**config.mk**
```make
export PLATFORM = sky130hd
export DESIGN_NAME = ddspc_core
export DESIGN_NICKNAME = d
export VERILOG_FILES = /design/src/design/ddspc_pkg.sv /design/src/design/ddspc_core.sv
export SDC_FILE = /design/constraint.sdc
export NUM_CORES = 1
export LEC_CHECK = 0
export BUFFER_PORTS_ARGS = -buffer_cell sky130_fd_sc_hd__buf_2
export CAP_MARGIN = 40
export CORE_MARGIN = 5
export CORE_UTILIZATION = 59
export CTS_CLUSTER_SIZE = 25
export DETAILED_ROUTE_END_ITERATION = 8
export PLACE_DENSITY = 0.77
export SKIP_CTS_REPAIR_TIMING = 1
export SLEW_MARGIN = 10
export SYNTH_ARGS = -nofsm -noshare
export SYNTH_HDL_FRONTEND = slang
export SYNTH_SLANG_ARGS = --single-unit
```
**constraint.sdc**
```tcl
create_clock -name mclk -period 39.6 [get_ports mclk]
set_input_delay 7.92 -clock mclk [delete_from_list [all_inputs] [get_ports mclk]]
set_output_delay 7.92 -clock mclk [all_outputs]
set_load 0.03 [all_outputs]
```
**src/design/ddspc_pkg.sv**
```systemverilog
// Summary of operation
// - 32-bit accumulator adds step while gate on and FIFO not full, wraps.
// - Step word unsigned; above half counts downward.
// - Zero step holds present phase.
// - Clear-phase bit forces accumulator to zero.
// - Reset: active clear set, pending copy cleared.
// - Keep upper 19 phase bits only.
// - Each phase gives 14-bit cosine sample.
// - Crystal pin picks oscillator or external reference.
// - Power-down stops clock in crystal mode; oscillator and buffer run.
// - Buffer bit enables crystal-out buffer in crystal mode.
// - Multiplier 4 to 20 multiplies reference.
// - Other multiplier values bypass, loop off.
// - Multiplier independent of charge-pump bits.
// - Crystal-out shows buffered oscillator when enabled.
// - Profile pin change commits pending buffer.
package ddspc_pkg;

  localparam int ACC_W = 32;
  localparam int PHASE_W = 19;
  localparam int AMP_W = 14;
  localparam int MULT_W = 5;
  localparam int FIFO_DEPTH = 4;

  localparam logic [ACC_W-1:0] STEP_RESET = 32'h0000_0000;
  localparam logic CLEAR_ACTIVE_RESET = 1'b1;
  localparam logic CLEAR_PENDING_RESET = 1'b0;
  localparam logic [MULT_W-1:0] MULT_MIN = 5'h04;
  localparam logic [MULT_W-1:0] MULT_MAX = 5'h14;
  localparam logic [AMP_W-1:0] AMP_MID = 14'h2000;

  localparam int CLK_PERIOD_NS = 8;
  localparam int SWITCH_GAP_NS = 64;
  localparam int SWITCH_GAP_CYC = (SWITCH_GAP_NS + CLK_PERIOD_NS - 1)
                                  / CLK_PERIOD_NS;

  // Quarter-wave cosine, 33 points, full scale 8191
  localparam logic [12:0] COS_TAB [0:32] = '{
    13'h1FFF, 13'h1FF5, 13'h1FD8, 13'h1FA6, 13'h1F62, 13'h1F0A,
    13'h1E9E, 13'h1E20, 13'h1D90, 13'h1CED, 13'h1C38, 13'h1B72,
    13'h1A9B, 13'h19B3, 13'h18BC, 13'h17B5, 13'h16A0, 13'h157D,
    13'h144C, 13'h130F, 13'h11C7, 13'h1073, 13'h0F15, 13'h0DAE,
    13'h0C3F, 13'h0AC7, 13'h094A, 13'h07C6, 13'h063E, 13'h04B2,
    13'h0323, 13'h0192, 13'h0000
  };

  typedef enum logic [2:0] {
    CS_RUN  = 3'b001,
    CS_GATE = 3'b010,
    CS_HOLD = 3'b100
  } ddspc_clk_state_e;

  typedef struct packed {
    logic oscOn;
    logic xtalOutOn;
    logic clkRun;
    logic pllOn;
    logic refFromOsc;
    logic [MULT_W-1:0] pllMult;
  } ddspc_clk_cfg_s;

  localparam ddspc_clk_cfg_s CLK_CFG_RESET = '{
    oscOn: 1'b0, xtalOutOn: 1'b0, clkRun: 1'b1,
    pllOn: 1'b0, refFromOsc: 1'b0, pllMult: 5'h00
  };

endpackage

```
**src/design/ddspc_core.sv**
```systemverilog
`timescale 1ns/1ns
`default_nettype none

module ddspc_fifo #(
  parameter int WIDTH = 14,
  parameter int DEPTH = 4
) (
  // Clock and reset
  input wire logic mclk,
  input wire logic rst_b,
  // Fill side
  input wire logic inValid,
  input wire logic [WIDTH-1:0] inData,
  output logic inReady,
  // Drain side
  output logic outValid,
  output logic [WIDTH-1:0] outData,
  input wire logic outReady
);
  localparam int AW = $clog2(DEPTH);

  logic [WIDTH-1:0] mem_ff [0:DEPTH-1];
  logic [WIDTH-1:0] nxt_mem [0:DEPTH-1];
  logic [AW-1:0] wrPtr_ff, nxt_wrPtr;
  logic [AW-1:0] rdPtr_ff, nxt_rdPtr;
  logic [AW:0] count_ff, nxt_count;
  logic push, pop;

  assign push = inValid && inReady;
  assign pop = outValid && outReady;
  assign inReady = (count_ff != DEPTH[AW:0]);
  assign outValid = (count_ff != '0);
  assign outData = mem_ff[rdPtr_ff];

  always_comb begin
    nxt_mem = mem_ff;
    nxt_wrPtr = wrPtr_ff;
    nxt_rdPtr = rdPtr_ff;
    nxt_count = count_ff;
    if (push) begin
      nxt_mem[wrPtr_ff] = inData;
      nxt_wrPtr = (wrPtr_ff == AW'(DEPTH - 1)) ? '0 : wrPtr_ff + 1'b1;
    end
    if (pop) begin
      nxt_rdPtr = (rdPtr_ff == AW'(DEPTH - 1)) ? '0 : rdPtr_ff + 1'b1;
    end
    if (push && !pop) begin
      nxt_count = count_ff + 1'b1;
    end else if (pop && !push) begin
      nxt_count = count_ff - 1'b1;
    end
  end

  always_ff @(posedge mclk) begin
    mem_ff <= nxt_mem;
    if (!rst_b) begin
      wrPtr_ff <= '0;
      rdPtr_ff <= '0;
      count_ff <= '0;
    end else begin
      wrPtr_ff <= nxt_wrPtr;
      rdPtr_ff <= nxt_rdPtr;
      count_ff <= nxt_count;
    end
  end
endmodule

module ddspc_core
  import ddspc_pkg::*;
(
  // Clock and reset
  input wire logic mclk,
  input wire logic rst_b,
  // Pending control buffer
  input wire logic [ACC_W-1:0] pendTuningStepWord,
  input wire logic pendClearPhase,
  input wire logic commitPulse,
  input wire logic [1:0] profileSelectPins,
  // Clock source controls
  input wire logic crystalModePin,
  input wire logic clkInPowerDown,
  input wire logic oscBufferEnable,
  input wire logic [MULT_W-1:0] refMultiplier,
  input wire logic [1:0] chargePumpCtl,
  // Sample stream to the DAC
  output logic sampleValid,
  output logic [AMP_W-1:0] sampleData,
  input wire logic sampleReady,
  // Status
  output logic activeClearPhase,
  output logic [ACC_W-1:0] accumulatorPhaseOut,
  // Clock generator controls
  output ddspc_clk_cfg_s clkCfg,
  output logic coreClkGate
);

  // Interpolated quarter-wave cosine, offset binary out
  function automatic logic [AMP_W-1:0] cosLookup(
    input logic [PHASE_W-1:0] ph
  );
    logic [17:0] inQuad;
    logic [5:0] idx;
    logic [5:0] hiIdx;
    logic [11:0] frac;
    logic [12:0] lo;
    logic [12:0] hi;
    logic [24:0] prod;
    logic [12:0] mag;
    // Exact mirror so quarter points land on table ends
    inQuad = ph[PHASE_W-2] ? (18'h2_0000 - {1'b0, ph[16:0]})
                           : {1'b0, ph[16:0]};
    idx = inQuad[17:12];
    hiIdx = (idx == 6'd32) ? 6'd32 : idx + 6'd1;
    frac = inQuad[11:0];
    lo = COS_TAB[idx];
    hi = COS_TAB[hiIdx];
    prod = (lo - hi) * frac;
    mag = lo - prod[24:12];
    if (ph[PHASE_W-1] ^ ph[PHASE_W-2]) begin
      cosLookup = AMP_MID - {1'b0, mag};
    end else begin
      cosLookup = AMP_MID + {1'b0, mag};
    end
  endfunction

  // Pins enter through two flops first
  logic [1:0] psMeta_ff, psSync_ff, psPrev_ff;
  logic modeMeta_ff, modeSync_ff;

  always_ff @(posedge mclk) begin
    if (!rst_b) begin
      psMeta_ff <= 2'h0;
      psSync_ff <= 2'h0;
      psPrev_ff <= 2'h0;
      modeMeta_ff <= 1'b0;
      modeSync_ff <= 1'b0;
    end else begin
      psMeta_ff <= profileSelectPins;
      psSync_ff <= psMeta_ff;
      psPrev_ff <= psSync_ff;
      modeMeta_ff <= crystalModePin;
      modeSync_ff <= modeMeta_ff;
    end
  end

  // Commit of pending buffer into active controls
  logic commit;
  logic [ACC_W-1:0] step_ff, nxt_step;
  logic clear_ff, nxt_clear;

  assign commit = commitPulse || (psSync_ff != psPrev_ff);

  always_comb begin
    nxt_step = step_ff;
    nxt_clear = clear_ff;
    if (commit) begin
      nxt_step = pendTuningStepWord;
      nxt_clear = pendClearPhase;
    end
  end

  // Pending copy lives outside; it must reset to zero
  always_ff @(posedge mclk) begin
    if (!rst_b) begin
      step_ff <= STEP_RESET;
      clear_ff <= CLEAR_ACTIVE_RESET;
    end else begin
      step_ff <= nxt_step;
      clear_ff <= nxt_clear;
    end
  end

  // Clock source sequencer
  ddspc_clk_state_e clkState_ff, nxt_clkState;
  ddspc_clk_cfg_s applied_ff, nxt_applied;
  ddspc_clk_cfg_s target;
  logic [7:0] gapCnt_ff, nxt_gapCnt;
  logic gate_ff, nxt_gate;
  logic multInRange;

  assign multInRange = (refMultiplier >= MULT_MIN)
                       && (refMultiplier <= MULT_MAX);

  always_comb begin
    target.oscOn = modeSync_ff;
    target.refFromOsc = modeSync_ff;
    target.xtalOutOn = modeSync_ff && oscBufferEnable;
    target.clkRun = !(modeSync_ff && clkInPowerDown);
    // Charge-pump bits do not enter here
    target.pllOn = multInRange;
    target.pllMult = multInRange ? refMultiplier : 5'h00;
  end

  // Gate first, switch while stopped, then release
  always_comb begin
    nxt_clkState = clkState_ff;
    nxt_applied = applied_ff;
    nxt_gapCnt = gapCnt_ff;
    nxt_gate = gate_ff;
    case (clkState_ff)
      CS_RUN: begin
        nxt_gate = applied_ff.clkRun;
        if (target != applied_ff) begin
          nxt_gate = 1'b0;
          nxt_gapCnt = 8'h00;
          nxt_clkState = CS_GATE;
        end
      end
      CS_GATE: begin
        nxt_gapCnt = gapCnt_ff + 8'h01;
        if (gapCnt_ff == 8'(SWITCH_GAP_CYC - 1)) begin
          nxt_applied = target;
          nxt_gapCnt = 8'h00;
          nxt_clkState = CS_HOLD;
        end
      end
      CS_HOLD: begin
        nxt_gapCnt = gapCnt_ff + 8'h01;
        if (gapCnt_ff == 8'(SWITCH_GAP_CYC - 1)) begin
          nxt_gate = applied_ff.clkRun;
          nxt_clkState = CS_RUN;
        end
      end
      default: begin
        nxt_gate = 1'b0;
        nxt_clkState = CS_RUN;
      end
    endcase
  end

  always_ff @(posedge mclk) begin
    if (!rst_b) begin
      clkState_ff <= CS_RUN;
      applied_ff <= CLK_CFG_RESET;
      gapCnt_ff <= 8'h00;
      gate_ff <= 1'b1;
    end else begin
      clkState_ff <= nxt_clkState;
      applied_ff <= nxt_applied;
      gapCnt_ff <= nxt_gapCnt;
      gate_ff <= nxt_gate;
    end
  end

  // Phase accumulator; stalls while the clock is gated or FIFO full
  logic [ACC_W-1:0] acc_ff, nxt_acc;
  logic fifoInReady;
  logic advance;
  logic [PHASE_W-1:0] truncPhase;
  logic [AMP_W-1:0] amp;

  assign advance = gate_ff && fifoInReady;
  assign truncPhase = acc_ff[ACC_W-1 -: PHASE_W];
  assign amp = cosLookup(truncPhase);

  always_comb begin
    nxt_acc = acc_ff;
    if (clear_ff) begin
      nxt_acc = '0;
    end else if (advance) begin
      // Unsigned add; large steps wrap, i.e. count down
      nxt_acc = acc_ff + step_ff;
    end
  end

  always_ff @(posedge mclk) begin
    if (!rst_b) begin
      acc_ff <= '0;
    end else begin
      acc_ff <= nxt_acc;
    end
  end

  // One sample per advanced phase
  logic fifoOutValid;
  logic [AMP_W-1:0] fifoOutData;
  logic outValid_ff, nxt_outValid;
  logic [AMP_W-1:0] outData_ff, nxt_outData;
  logic fifoPop;

  ddspc_fifo #(
    .WIDTH(AMP_W),
    .DEPTH(FIFO_DEPTH)
  ) u_fifo (
    .mclk(mclk),
    .rst_b(rst_b),
    .inValid(gate_ff),
    .inData(amp),
    .inReady(fifoInReady),
    .outValid(fifoOutValid),
    .outData(fifoOutData),
    .outReady(fifoPop)
  );

  // Output skid register keeps the DAC port flop-driven
  assign fifoPop = !outValid_ff || sampleReady;

  always_comb begin
    nxt_outValid = outValid_ff;
    nxt_outData = outData_ff;
    if (fifoPop) begin
      nxt_outValid = fifoOutValid;
      if (fifoOutValid) begin
        nxt_outData = fifoOutData;
      end
    end
  end

  // Status and clock controls registered for clean outputs
  logic [ACC_W-1:0] phaseOut_ff;
  logic clearOut_ff;

  always_ff @(posedge mclk) begin
    if (!rst_b) begin
      outValid_ff <= 1'b0;
      outData_ff <= AMP_MID;
      phaseOut_ff <= '0;
      clearOut_ff <= CLEAR_ACTIVE_RESET;
    end else begin
      outValid_ff <= nxt_outValid;
      outData_ff <= nxt_outData;
      phaseOut_ff <= acc_ff;
      clearOut_ff <= clear_ff;
    end
  end

  assign sampleValid = outValid_ff;
  assign sampleData = outData_ff;
  assign accumulatorPhaseOut = phaseOut_ff;
  assign activeClearPhase = clearOut_ff;
  assign clkCfg = applied_ff;
  assign coreClkGate = gate_ff;

endmodule

`default_nettype wire

```
# Word level (Yosys, flattened, before mapping)

Memories as Yosys holds them, arrays and structs flattened.
Cells that the tools add are included.

Bits in registers: 205
Memory bits (read-only): 1,664
Input port bits: 49
Output and inout bits: 59
Word-level logic and storage cells: 120
Memories kept: 2

Memories:

| name             | depth | width | read ports | clocked after Yosys merged registers in | write ports | line              | source |
|---|---|---|---|---|---|---|---|
| (name not given) | 64    | 13    | 1          | 0                                       | 0           | ddspc_core.sv:116 | `hi = COS_TAB[hiIdx];` |
| (name not given) | 64    | 13    | 1          | 0                                       | 0           | ddspc_core.sv:115 | `lo = COS_TAB[idx];` |

Add/subtract/negate cells: 12
$mul: 1
Order comparisons: 7
Equality and inequality tests: 13
Multiplexer cells: 28
Bitwise gates (word level): 7
Reduce and logical (&&, ||, !) cells: 23

Operators with widths:

| operator               | count |
|---|---|
| $bwmux 56              | 1 |
| $mux 14                | 4 |
| $mux 13                | 4 |
| $add 32x32->32         | 1 |
| $bmux 14 s2            | 1 |
| $demux 14 s2           | 1 |
| $mul 14x13->25         | 1 |
| $pmux 8 s3             | 1 |
| $mux 18                | 1 |
| $sub 18x17->18 const A | 1 |
| $mux 8                 | 2 |
| $mux 3                 | 5 |
| $add 14x13->14 const A | 1 |
| $ge 7x7->1 const B     | 2 |
| $not 6->7              | 2 |
| $sub 13x13->14         | 1 |
| $sub 14x13->14 const A | 1 |
| $sub 13x13->13         | 1 |
| $ne 10x10->1           | 1 |
| $pmux 3 s3             | 1 |
| $add 8x1->8 const B    | 1 |
| $eq 8x3->1 const B     | 1 |
| $logic_and 1x1->1      | 8 |
| $reduce_and 2->1       | 4 |
| other kinds (30)       | 44 |

# Logic depth before layout (Yosys ltp)

Gate-level depths: netlist of the first run.

Depth in word-level cells: 14
Depth in mapped cells: 54
Mapped depth without buffers: 54

# Hierarchy

Synthesis of the first run repeated with hierarchy kept, for this count alone.

Cell total of the unflattened synthesis: 2,068
Area, all modules: 18,073.6 µm²

By module, submodules not included:

| module     | times used | cells an instance | area an instance (µm²) | sequential area each (µm²) |
|---|---|---|---|---|
| ddspc_core | 1          | 1,946             | 15,607.5               | 2,842.7 |
| ddspc_fifo | 1          | 122               | 2,466.1                | 1,821.7 |

# Worst setup path before layout of the first run

No wires, ideal clock.

Path kind: register to register
Start: reg acc_ff[16]
End: reg u_fifo.mem_ff[13] (netlist name) (data pin)
Library setup time: 0.216 ns
Arrival time: 12.988 ns
Required time: 39.384 ns
Setup slack: 26.396 ns
Stages on the path, launching flop included: 51
Path buffers: 2
Clock period less this slack: 13.204 ns
Cell sequence: dfxtp_1 or4_1 buf_4 o41ai_1 xnor2_1 clkinv_1 ha_1 inv_1 nor3_1 and3_1 nor2_1 ha_1 nor2_1 o21ai_0 o311a_1 o21ai_1 ha_1 nor2b_1 [15 not listed] inv_1 fa_1 inv_1 ha_1 o211a_1 a221o_1 a41oi_1 o21bai_1 a21o_1 xnor2_1 ha_1 and3_1 a221o_1 a21o_1 a21oi_1 xnor2_1 xor3_2 o41ai_2

Longest elaborated chain between the ends: 14
Elaborated cells between the ends (all ways): 20
Classes of those cells: add/sub (6); mul (1); eq/ne (1); mux (8); bitwise (2); memory (2)

RTL lines:

| item                                                    | line                                 | source |
|---|---|---|
| from (decl)                                             | ddspc_core.sv:246                    | `logic [ACC_W-1:0] acc_ff, nxt_acc;` |
| from (signal assigned)                                  | ddspc_core.sv:270                    | `acc_ff <= nxt_acc;` |
| $sub 18x17->18                                          | ddspc_core.sv:110                    | `inQuad = ph[PHASE_W-2] ? (18'h2_0000 - {1'b0, ph[16:0]})` |
| $mux 18 *                                               | ddspc_core.sv:110                    |  |
| $add 6x1->6 / $eq 6x6->1 (equally long branches)        | ddspc_core.sv:113                    | `hiIdx = (idx == 6'd32) ? 6'd32 : idx + 6'd1;` |
| $mux 6                                                  | ddspc_core.sv:113                    |  |
| $not 6->7 (implied by the code)                         | ddspc_core.sv:116                    |  |
| $mem_v2 64x13                                           | -                                    |  |
| $mux 13 (implied by the code) (2 in a row)              | ddspc_core.sv:116                    |  |
| $sub 13x13->14                                          | ddspc_core.sv:117                    | `prod = (lo - hi) * frac;` |
| $mul 14x13->25                                          | ddspc_core.sv:117                    |  |
| $sub 13x13->13 *                                        | ddspc_core.sv:118                    | `mag = lo - prod[24:12];` |
| $add 14x13->14 / $sub 14x13->14 (equally long branches) | ddspc_core.sv:122, ddspc_core.sv:120 |  |
| $mux 14 *                                               | ddspc_core.sv:119                    | `if (ph[PHASE_W-1] ^ ph[PHASE_W-2]) begin` |
| net amp[13]                                             | ddspc_core.sv:250                    | `logic [AMP_W-1:0] amp;` |
| $bwmux 56 *                                             | ddspc_core.sv:41                     | `nxt_mem[wrPtr_ff] = inData;` |
| to (signal assigned)                                    | ddspc_core.sv:55                     | `mem_ff <= nxt_mem;` |
| to (decl)                                               | ddspc_core.sv:22                     | `logic [WIDTH-1:0] mem_ff [0:DEPTH-1];` |

Mark *: on every way through the listed nets, which the timed path passes. The rest lies on a longest branch. The select of a mux whose other input is x is not followed.
A chain may end at the register's enable or synchronous reset.

# Worst setup path in the final report of the first run

Start: reg acc_ff[22]
End: reg u_fifo.mem_ff[13] (netlist name) (data pin)

The elaborated chain is that of the path after synthesis.

==> run_summary.xml, run 1 <==
<?xml version="1.0" encoding="UTF-8"?>
<metrics>
  <group name="worst_hold_path">
    <metric name="min_path_type" unit="">register to register</metric>
    <metric name="worstHoldStart" unit="">modeMeta_ff$_SDFF_PN0_</metric>
  </group>
  <group name="detailed_routing">
    <metric name="initialDrtViolationCount" unit="">1146</metric>
    <metric name="antenna_violation_net_count_after_detailed_routing" unit="">0</metric>
    <metric name="drc_errors" unit="">0</metric>
    <metric name="vias" unit="">14904</metric>
    <metric name="routed_wirelength" unit="µm">44180</metric>
    <metric name="dr.pass1.iters" unit="">5</metric>
    <metric name="via_per_inst" unit="">5.806</metric>
    <metric name="routed_wire_length_per_instance" unit="µm">17.21</metric>
  </group>
  <group name="floorplanning">
    <metric name="core_area" unit="mm²">0.03051</metric>
    <metric name="initial_utilization" unit="%">59.65</metric>
    <metric name="num_rows" unit="">64</metric>
    <metric name="design.portCount" unit="">108</metric>
    <metric name="die-height" unit="µm">185.6</metric>
    <metric name="die_w" unit="µm">185.6</metric>
    <metric name="dieArea" unit="mm²">0.03446</metric>
  </group>
  <group name="pwr">
    <metric name="netSwitchingPower" unit="mW">0.3290</metric>
    <metric name="power.static_leakage" unit="nW">9.069</metric>
    <metric name="cellPowerDensity" unit="mW/mm²">42.59</metric>
    <metric name="p_int" unit="mW">0.5207</metric>
    <metric name="vdd.ir_drop.worst" unit="µV">27.86</metric>
    <metric name="sw_frac_of_total" unit="%">38.72</metric>
    <metric name="total_power" unit="mW">0.8497</metric>
    <metric name="power_frac_seq" unit="%">32.2</metric>
    <metric name="power.share.clock" unit="%">27.1</metric>
    <metric name="pwr-share-comb" unit="%">40.7</metric>
  </group>
  <group name="worst_setup_path">
    <metric name="max_stage_delay" unit="ns">0.74</metric>
    <metric name="timing.critical_path.required" unit="ns">39.84</metric>
    <metric name="startpoint" unit="">acc_ff[22]$_SDFFE_PP0P_</metric>
    <metric name="r2r.worst_path.cells" unit="">49</metric>
    <metric name="origin_of_the_critical_flop_to_flop_path" unit="">acc_ff[22]$_SDFFE_PP0P_</metric>
    <metric name="cp_data_arrival_time" unit="ns">16.36</metric>
    <metric name="timing.critical_path.from_type" unit="">register</metric>
    <metric name="crit_fanout" unit="">26</metric>
    <metric name="rrSetupSlack" unit="ns">23.48</metric>
    <metric name="crit_path_end_kind" unit="">register</metric>
    <metric name="criticalPathCategory" unit="">register to register</metric>
    <metric name="library_cell_contributing_the_largest_single_delay_on_the_critical_path" unit="">or4_1</metric>
    <metric name="worstReg2RegEnd" unit="">u_fifo.mem_ff[13]$_DFFE_PP_</metric>
    <metric name="cp_capture_point" unit="">u_fifo.mem_ff[13]$_DFFE_PP_</metric>
  </group>
  <group name="clock_tree">
    <metric name="htree_num_levels" unit="">1</metric>
    <metric name="ctsLongestPathBuffers" unit="">3</metric>
    <metric name="worst_setup_hold_path_clk_slew" unit="ns">0.06</metric>
    <metric name="cts_num_sinks" unit="">205</metric>
    <metric name="tritoncts_clock_tree" unit="">yes</metric>
    <metric name="ctsRootBufferMaster" unit="">clkbuf_16</metric>
    <metric name="worstSkewPairLatency" unit="ns">0.52</metric>
    <metric name="numCtsBuffers" unit="">23</metric>
  </group>
  <group name="placement">
    <metric name="dp_slack" unit="ns">23.81</metric>
    <metric name="buffer_ports.inserted" unit="">105</metric>
    <metric name="hpwlAfterDp" unit="µm">33610</metric>
    <metric name="gpl.final_weighted_congestion" unit="">0.9236</metric>
  </group>
  <group name="grt">
    <metric name="grt_max_degree" unit="">112</metric>
    <metric name="grt_first_pass_wirelength" unit="µm">74230</metric>
    <metric name="globalRouteOverflowTotal" unit="">0</metric>
    <metric name="grtUsageMet1" unit="%">36.80</metric>
    <metric name="grt_util_all_layers" unit="%">26.06</metric>
    <metric name="grt_use_met3" unit="%">3.948</metric>
    <metric name="globalRouteMet2Util" unit="%">42.17</metric>
    <metric name="first_global_vias" unit="">14926</metric>
    <metric name="grt_antenna_before_repair" unit="">1</metric>
    <metric name="grt-busiest-layer" unit="">met2</metric>
  </group>
  <group name="logic_synthesis">
    <metric name="synth_top_flop_cell" unit="">dfxtp_1</metric>
    <metric name="syn-instance-count" unit="">2083</metric>
    <metric name="ys_seq_area_share" unit="%">25.63</metric>
    <metric name="synth-edff-count" unit="">56</metric>
    <metric name="synth-async-reset-ratio" unit="%">0</metric>
    <metric name="post_synth_num_cell_types" unit="">81</metric>
    <metric name="synth_nets" unit="">2419</metric>
    <metric name="mappedNetlistArea" unit="mm²">0.01820</metric>
    <metric name="avgSynthCellArea" unit="µm²">8.737</metric>
    <metric name="synthesis.yosys.warnings" unit="">0</metric>
    <metric name="yosys_register_bits" unit="">205</metric>
  </group>
  <group name="timing">
    <metric name="fin_skew" unit="ns">0.01884</metric>
    <metric name="fin_crit_sh" unit="%">40.70</metric>
    <metric name="pin_slew_with_the_least_headroom_to_its_limit" unit="ns">0.9058</metric>
    <metric name="worst_slew_margin_relative_to_its_limit" unit="%">39.41</metric>
    <metric name="layout_setup_ws" unit="ns">23.48</metric>
    <metric name="finalWorstPathRequiredPeriod" unit="ns">16.12</metric>
    <metric name="report.final.hold_viol_count" unit="">0</metric>
    <metric name="max_frequency" unit="MHz">62.05</metric>
    <metric name="timing_max_transition_violations_final" unit="">0</metric>
    <metric name="grt_setup_unrepaired" unit="">false</metric>
    <metric name="totalNegativeSetupSlack" unit="ns">0</metric>
    <metric name="final-setup-viol-count" unit="">0</metric>
  </group>
  <group name="finish">
    <metric name="num_antenna_cells" unit="">0</metric>
    <metric name="filler_cell_count" unit="">2544</metric>
    <metric name="layout-drive-gt1-share" unit="%">9.811</metric>
    <metric name="final_nets" unit="">2490</metric>
    <metric name="mostFrequentLayoutCell" unit="">nand2_1</metric>
    <metric name="most_used_cells_in_the_layout_excluding_fill_and_tap_cells" unit="">nand2_1, inv_1, fa_1</metric>
    <metric name="syn2layout_area_growth" unit="%">9.625</metric>
  </group>
  <group name="run">
    <metric name="maxCapViolations" unit="">0</metric>
  </group>
  <group name="status">
    <metric name="status" unit="">complete, no violations</metric>
  </group>
</metrics>
==> flip-flops by register name, indices dropped and copies added (netlist names) <==
signal               cells
u_fifo.wrPtr_ff          2
gapCnt_ff                8
acc_ff                  32
step_ff                 32
u_fifo.rdPtr_ff          2
u_fifo.mem_ff           56
u_fifo.count_ff          3
accumulatorPhaseOut     32
modeSync_ff              1
psSync_ff                2
modeMeta_ff              1
clkState_ff              3
clear_ff                 1
clkCfg                   9
coreClkGate              1
sampleValid              1
psPrev_ff                2
activeClearPhase         1
sampleData              14
psMeta_ff                2
==> synth_stat cells, drive strengths merged, types with 14 or more instances <==
cell	n	area share, %
nor2b	21	0.72
xor2	43	2.2
nand2	287	5.9
inv	241	5.0
clkbuf	73	1.5
a21boi	61	2.5
buf	19	0.57
xnor2	75	3.7
edfxtp	56	9.2
a211oi	26	1.1
o21a	14	0.58
o211ai	25	1.0
a21oi	108	3.0
dfxtp	149	16
mux4	14	1.7
nand3	38	1.0
nor3	43	1.2
nor2	151	3.1
and2	55	1.9
and3	22	0.76
ha	134	9.2
o21ai	75	2.1
fa	153	17
nand2b	17	0.58
nand4	14	0.48
a21o	32	1.3
==> power by group through the flow <==
stage	sequential [mW]	clock, mW	combinational [mW]
floorplan	0.286	0	0.238
global placement	0.278	0	0.323
detailed placement	0.277	0	0.340
CTS	0.274	0.234	0.344
global route	0.276	0.243	0.384
finish	0.274	0.230	0.346
==> worst max-delay path: cells and delay by family (launching register included) <==
family | cells | cell delay [ns]
adders and majority gates | 11 | 4.80
DFF | 1 | 0.44
AOI/OAI and AO/OA | 22 | 5.80
xor gates and xnor gates | 4 | 1.84
and+or+nand+nor | 5 | 1.76
buffers and inverters | 7 | 1.20
==> cell families (layout without fill, tap and decap cells) <==
family / Yosys count / after routing / share of synthesized area [%]
muxes: 21 / 21 / 2.124
AOI/OAI and AO/OA: 424 / 424 / 15.67
xor gates and xnor gates: 119 / 119 / 6.043
buffers and inverters: 336 / 424 / 7.136
adders and majority gates: 287 / 287 / 26.04
and+or+nand+nor: 691 / 691 / 17.35
DFF: 205 / 205 / 25.63
==> layer usage <==
layer	wire length, µm	part of all wire, %
met1	19690	45
met2	20050	45
met3	3198	7.2
met4	1228	2.8
met5	0	0
==> worst min-delay path by stage <==
stage               cells past startpoint                      end  slack (ns)
global placement                        1  psSync_ff[1]$_SDFF_PN0_        0.42
finish                                  1   modeSync_ff$_SDFF_PN0_        0.43
global route                            1   modeSync_ff$_SDFF_PN0_        0.46
floorplan                               1   modeSync_ff$_SDFF_PN0_        0.41
CTS                                     1   modeSync_ff$_SDFF_PN0_        0.43
detailed placement                      1   modeSync_ff$_SDFF_PN0_        0.42
==> metrics by stage <==
step,hold slack [ns],utilization (%),instances,instance area [µm²]
final,0.4327,65.39,2567,19950
after global routing,0.4606,65.39,2567,19950
after CTS,0.4342,65.37,2566,19940
after detailed placement,0.4226,62.66,2524,19120
after global placement,0.4154,62.29,2513,19000
after floorplan,0.4119,-,2083,18200
==> area by class of cell <==
class | instances | area (µm²) | area share [%]
multi-input cells | 1542 | 12240 | 61.35
clock buffers | 27 | 610.6 | 3.061
well taps | 396 | 495.5 | 2.484
flip-flops and latches | 205 | 4664 | 23.38
clock inverters | 15 | 216.5 | 1.085
repair buffers | 138 | 802.0 | 4.020
inverters | 244 | 920.9 | 4.616
No activity file was read; power rests on OpenSTA's default activity.
==> run 2, diff against run 1 <==
--- a/config.mk
+++ b/config.mk
@@ -5,6 +5,7 @@
 export SDC_FILE = /design/constraint.sdc
 export NUM_CORES = 1
 export LEC_CHECK = 0
+export ABC_AREA = 1
 export BUFFER_PORTS_ARGS = -buffer_cell sky130_fd_sc_hd__buf_2
 export CAP_MARGIN = 40
 export CORE_MARGIN = 5
==> constraint.sdc (replaced) <==
create_clock -name mclk -period 14.9 [get_ports mclk]
set_input_delay 2.98 -clock mclk [delete_from_list [all_inputs] [get_ports mclk]]
set_output_delay 2.98 -clock mclk [all_outputs]
set_load 0.03 [all_outputs]
==> run 2 against run 1 <==
  * Clock power rose to 2.6 times the previous value
  * Sequential share of layout area fell by 0.25 points
  * Core utilization rose by 0.36 points
  * Via count rose by 9.8%
  * Clock skew fell by 0.0019 ns
  * Synthesized cell count rose by 19%
  * Die area rose by 1.0%
  * Wire length rose by 8.1%
  * Design area rose by 1.1%
  * Critical path depth rose by 14
  * Sequential power rose to 3.6 times the previous value
  * Power rose to 5.6 times the previous value
  * Critical path type unchanged
  * Largest cell class unchanged
  * Largest power group unchanged
  * Highest routed layer unchanged
==> run_summary.xml, run 2 <==
<?xml version="1.0" encoding="UTF-8"?>
<metrics>
  <group name="status">
    <metric name="status" unit="">complete, no violations</metric>
  </group>
  <group name="worst_setup_path">
    <metric name="r2r.worst_path.cells" unit="">63</metric>
    <metric name="timing.critical_path.from_type" unit="">register</metric>
    <metric name="crit_path_end_kind" unit="">register</metric>
    <metric name="origin_of_the_critical_flop_to_flop_path" unit="">acc_ff[13]$_SDFFE_PP0P_</metric>
    <metric name="max_stage_delay" unit="ns">0.66</metric>
    <metric name="cp_capture_point" unit="">u_fifo.mem_ff[13]$_DFFE_PP_</metric>
    <metric name="timing.critical_path.required" unit="ns">15.16</metric>
    <metric name="library_cell_contributing_the_largest_single_delay_on_the_critical_path" unit="">dfxtp_1</metric>
    <metric name="crit_fanout" unit="">16</metric>
    <metric name="worst_path_most_repeated_cell" unit="">nand2_1</metric>
    <metric name="rrSetupSlack" unit="ns">1.67</metric>
    <metric name="criticalPathCategory" unit="">register to register</metric>
    <metric name="cp_data_arrival_time" unit="ns">13.49</metric>
    <metric name="worstReg2RegEnd" unit="">u_fifo.mem_ff[13]$_DFFE_PP_</metric>
    <metric name="startpoint" unit="">acc_ff[13]$_SDFFE_PP0P_</metric>
  </group>
  <group name="timing">
    <metric name="totalNegativeSetupSlack" unit="ns">0</metric>
    <metric name="max_frequency" unit="MHz">75.56</metric>
    <metric name="finalWorstPathRequiredPeriod" unit="ns">13.23</metric>
    <metric name="fin_crit_sh" unit="%">88.82</metric>
    <metric name="timing_max_transition_violations_final" unit="">0</metric>
    <metric name="pin_slew_with_the_least_headroom_to_its_limit" unit="ns">0.8483</metric>
    <metric name="worst_slew_margin_relative_to_its_limit" unit="%">43.26</metric>
    <metric name="report.final.hold_viol_count" unit="">0</metric>
    <metric name="grt_setup_unrepaired" unit="">false</metric>
    <metric name="final-setup-viol-count" unit="">0</metric>
    <metric name="fin_skew" unit="ns">0.01692</metric>
  </group>
  <group name="pwr">
    <metric name="pwr-share-comb" unit="%">67.3</metric>
    <metric name="p_int" unit="mW">2.290</metric>
    <metric name="power.share.clock" unit="%">12.4</metric>
    <metric name="total_power" unit="mW">4.795</metric>
    <metric name="power_frac_seq" unit="%">20.3</metric>
    <metric name="sw_frac_of_total" unit="%">52.24</metric>
    <metric name="vdd.ir_drop.worst" unit="µV">171.7</metric>
    <metric name="power.static_leakage" unit="nW">10.55</metric>
    <metric name="cellPowerDensity" unit="mW/mm²">237.8</metric>
    <metric name="netSwitchingPower" unit="mW">2.505</metric>
  </group>
  <group name="clock_tree">
    <metric name="cts_num_sinks" unit="">205</metric>
    <metric name="tritoncts_clock_tree" unit="">yes</metric>
    <metric name="worstSkewPairLatency" unit="ns">0.53</metric>
    <metric name="htree_num_levels" unit="">1</metric>
    <metric name="numCtsBuffers" unit="">23</metric>
    <metric name="worst_setup_hold_path_clk_slew" unit="ns">0.06</metric>
    <metric name="ctsLongestPathBuffers" unit="">3</metric>
    <metric name="ctsRootBufferMaster" unit="">clkbuf_16</metric>
  </group>
  <group name="detailed_routing">
    <metric name="routed_wire_length_per_instance" unit="µm">16.01</metric>
    <metric name="drc_errors" unit="">0</metric>
    <metric name="initialDrtViolationCount" unit="">1275</metric>
    <metric name="dr.pass1.iters" unit="">6</metric>
    <metric name="antenna_violation_net_count_after_detailed_routing" unit="">0</metric>
    <metric name="via_per_inst" unit="">5.487</metric>
    <metric name="vias" unit="">16361</metric>
    <metric name="routed_wirelength" unit="µm">47750</metric>
  </group>
  <group name="finish">
    <metric name="largest_reg_flops" unit="">56</metric>
    <metric name="mostFrequentLayoutCell" unit="">inv_1</metric>
    <metric name="final_nets" unit="">2906</metric>
    <metric name="num_antenna_cells" unit="">0</metric>
    <metric name="layout-drive-gt1-share" unit="%">7.850</metric>
    <metric name="most_used_cells_in_the_layout_excluding_fill_and_tap_cells" unit="">inv_1, nand2_1, nor2_1</metric>
    <metric name="registers.top_by_ff_count" unit="">u_fifo.mem_ff</metric>
    <metric name="syn2layout_area_growth" unit="%">9.640</metric>
  </group>
  <group name="placement">
    <metric name="buffer_ports.inserted" unit="">105</metric>
    <metric name="hpwlAfterDp" unit="µm">37770</metric>
    <metric name="gpl.final_weighted_congestion" unit="">0.9455</metric>
  </group>
  <group name="run">
    <metric name="maxCapViolations" unit="">0</metric>
  </group>
  <group name="floorplanning">
    <metric name="num_rows" unit="">64</metric>
    <metric name="initial_utilization" unit="%">59.97</metric>
    <metric name="design.portCount" unit="">108</metric>
    <metric name="die-height" unit="µm">186.6</metric>
    <metric name="core_area" unit="mm²">0.03067</metric>
    <metric name="dieArea" unit="mm²">0.03480</metric>
    <metric name="die_w" unit="µm">186.6</metric>
  </group>
  <group name="logic_synthesis">
    <metric name="synth.cells.most_frequent" unit="">inv_1, nand2_1, nor2_1, o21ai_0, fa_1</metric>
    <metric name="synth-async-reset-ratio" unit="%">0</metric>
    <metric name="synth_top_area_cell" unit="">fa_1</metric>
    <metric name="synth-edff-count" unit="">56</metric>
    <metric name="yosysTopAreaCellShare" unit="%">16.65</metric>
    <metric name="ys_seq_area_share" unit="%">25.36</metric>
    <metric name="synthesis.yosys.warnings" unit="">0</metric>
    <metric name="synth_top_flop_cell" unit="">dfxtp_1</metric>
    <metric name="synth_nets" unit="">2817</metric>
    <metric name="synth.most_common_cell" unit="">inv_1</metric>
    <metric name="synth_area_leaders" unit="">fa_1, dfxtp_1, inv_1</metric>
    <metric name="avgSynthCellArea" unit="µm²">7.413</metric>
    <metric name="yosys_register_bits" unit="">205</metric>
    <metric name="post_synth_num_cell_types" unit="">54</metric>
    <metric name="mappedNetlistArea" unit="mm²">0.01839</metric>
    <metric name="syn-instance-count" unit="">2481</metric>
  </group>
  <group name="grt">
    <metric name="first_global_vias" unit="">15996</metric>
    <metric name="grt_first_pass_wirelength" unit="µm">79860</metric>
    <metric name="grt_antenna_before_repair" unit="">0</metric>
    <metric name="globalRouteOverflowTotal" unit="">0</metric>
    <metric name="grt_util_all_layers" unit="%">27.08</metric>
    <metric name="grt_max_degree" unit="">94</metric>
  </group>
  <group name="worst_hold_path">
    <metric name="min_path_type" unit="">register to register</metric>
  </group>
</metrics>
run 2: changes by cell type after synthesis, moves of 54 or more:
cell / before / now
a21boi_0: 61 / 1
inv_1: 239 / 470
and2_1: 55 / 1
o21ai_0: 70 / 180
nor2_1: 151 / 326
nand2_1: 287 / 453
nand3_1: 38 / 92
run 2: cell families (layout without fill, tap and decap cells):
family	after synthesis	in the layout	share of synthesized area [%]
adder cells (fa/ha/maj)	287	287	25.77
AND/OR/NAND/NOR	944	944	20.96
flip-flops	205	205	25.36
AO/OA/AOI/OAI	416	416	12.61
XOR/XNOR	79	79	3.864
buffers and inverters	550	655	11.44
run 2: area by class of cell:
cell class / instances / area [µm²]
Sequential cell: 205 / 4664
Multi-Input combinational cell: 1726 / 11630
Clock inverter: 10 / 162.7
Timing Repair Buffer: 129 / 757.0
Fill cell: 2747 / 10510
Inverter: 485 / 1821
Clock buffer: 31 / 636.9
Tap cell: 396 / 495.5
run 2: routing by layer:
metal / share of wire [%] / track usage, %
met2: 46 / 44.40
met4: 2.5 / 6.698
met5: 0 / 0
met1: 45 / 38.37
met3: 6.9 / 3.625
run 2: worst max-delay path, delay by kind of cell, from the launching register on:
family                     cells  cell delay, ns
AOI/OAI and AO/OA              7            1.77
buffers and inverters         10            1.39
DFF                            1            0.66
adders and majority gates     11            4.24
and+or+nand+nor               31            3.44
xor gates and xnor gates       4            1.41
run 2: power by group through the flow:
stage | clock (mW) | sequential, mW | combinational (mW)
6_report | 0.594 | 0.974 | 3.23
5_1_grt | 0.629 | 0.986 | 3.64
4_1_cts | 0.602 | 0.974 | 3.20
3_5_place_dp | 0 | 0.984 | 3.18
3_3_place_gp | 0 | 0.979 | 3.06
2_1_floorplan | 0 | 1.00 | 2.26
run 2: through the flow:
| stage | utilization, % | cell area [µm²] | instances | hold slack, ns | setup WS, ns |
|---|---|---|---|---|---|
| final | 65.75 | 20160 | 2982 | 0.4104 | 1.665 |
| after global routing | 65.75 | 20160 | 2982 | 0.4448 | 0.6722 |
| after CTS | 65.75 | 20160 | 2982 | 0.4151 | 1.733 |
| after detailed placement | 63.14 | 19360 | 2941 | 0.4011 | 1.808 |
| after global placement | 62.68 | 19220 | 2929 | 0.3960 | 2.005 |
| after floorplan | - | 18390 | 2481 | 0.3905 | 4.603 |
run 2: worst min-delay path by stage:
stage | startpoint | end | cells past startpoint
global placement | psMeta_ff[1]$_SDFF_PN0_ | psSync_ff[1]$_SDFF_PN0_ | 2
detailed placement | psMeta_ff[1]$_SDFF_PN0_ | psSync_ff[1]$_SDFF_PN0_ | 2
CTS | psMeta_ff[1]$_SDFF_PN0_ | psSync_ff[1]$_SDFF_PN0_ | 2
finish | psMeta_ff[1]$_SDFF_PN0_ | psSync_ff[1]$_SDFF_PN0_ | 2
floorplan | modeMeta_ff$_SDFF_PN0_ | modeSync_ff$_SDFF_PN0_ | 2
global route | psMeta_ff[0]$_SDFF_PN0_ | psSync_ff[0]$_SDFF_PN0_ | 2
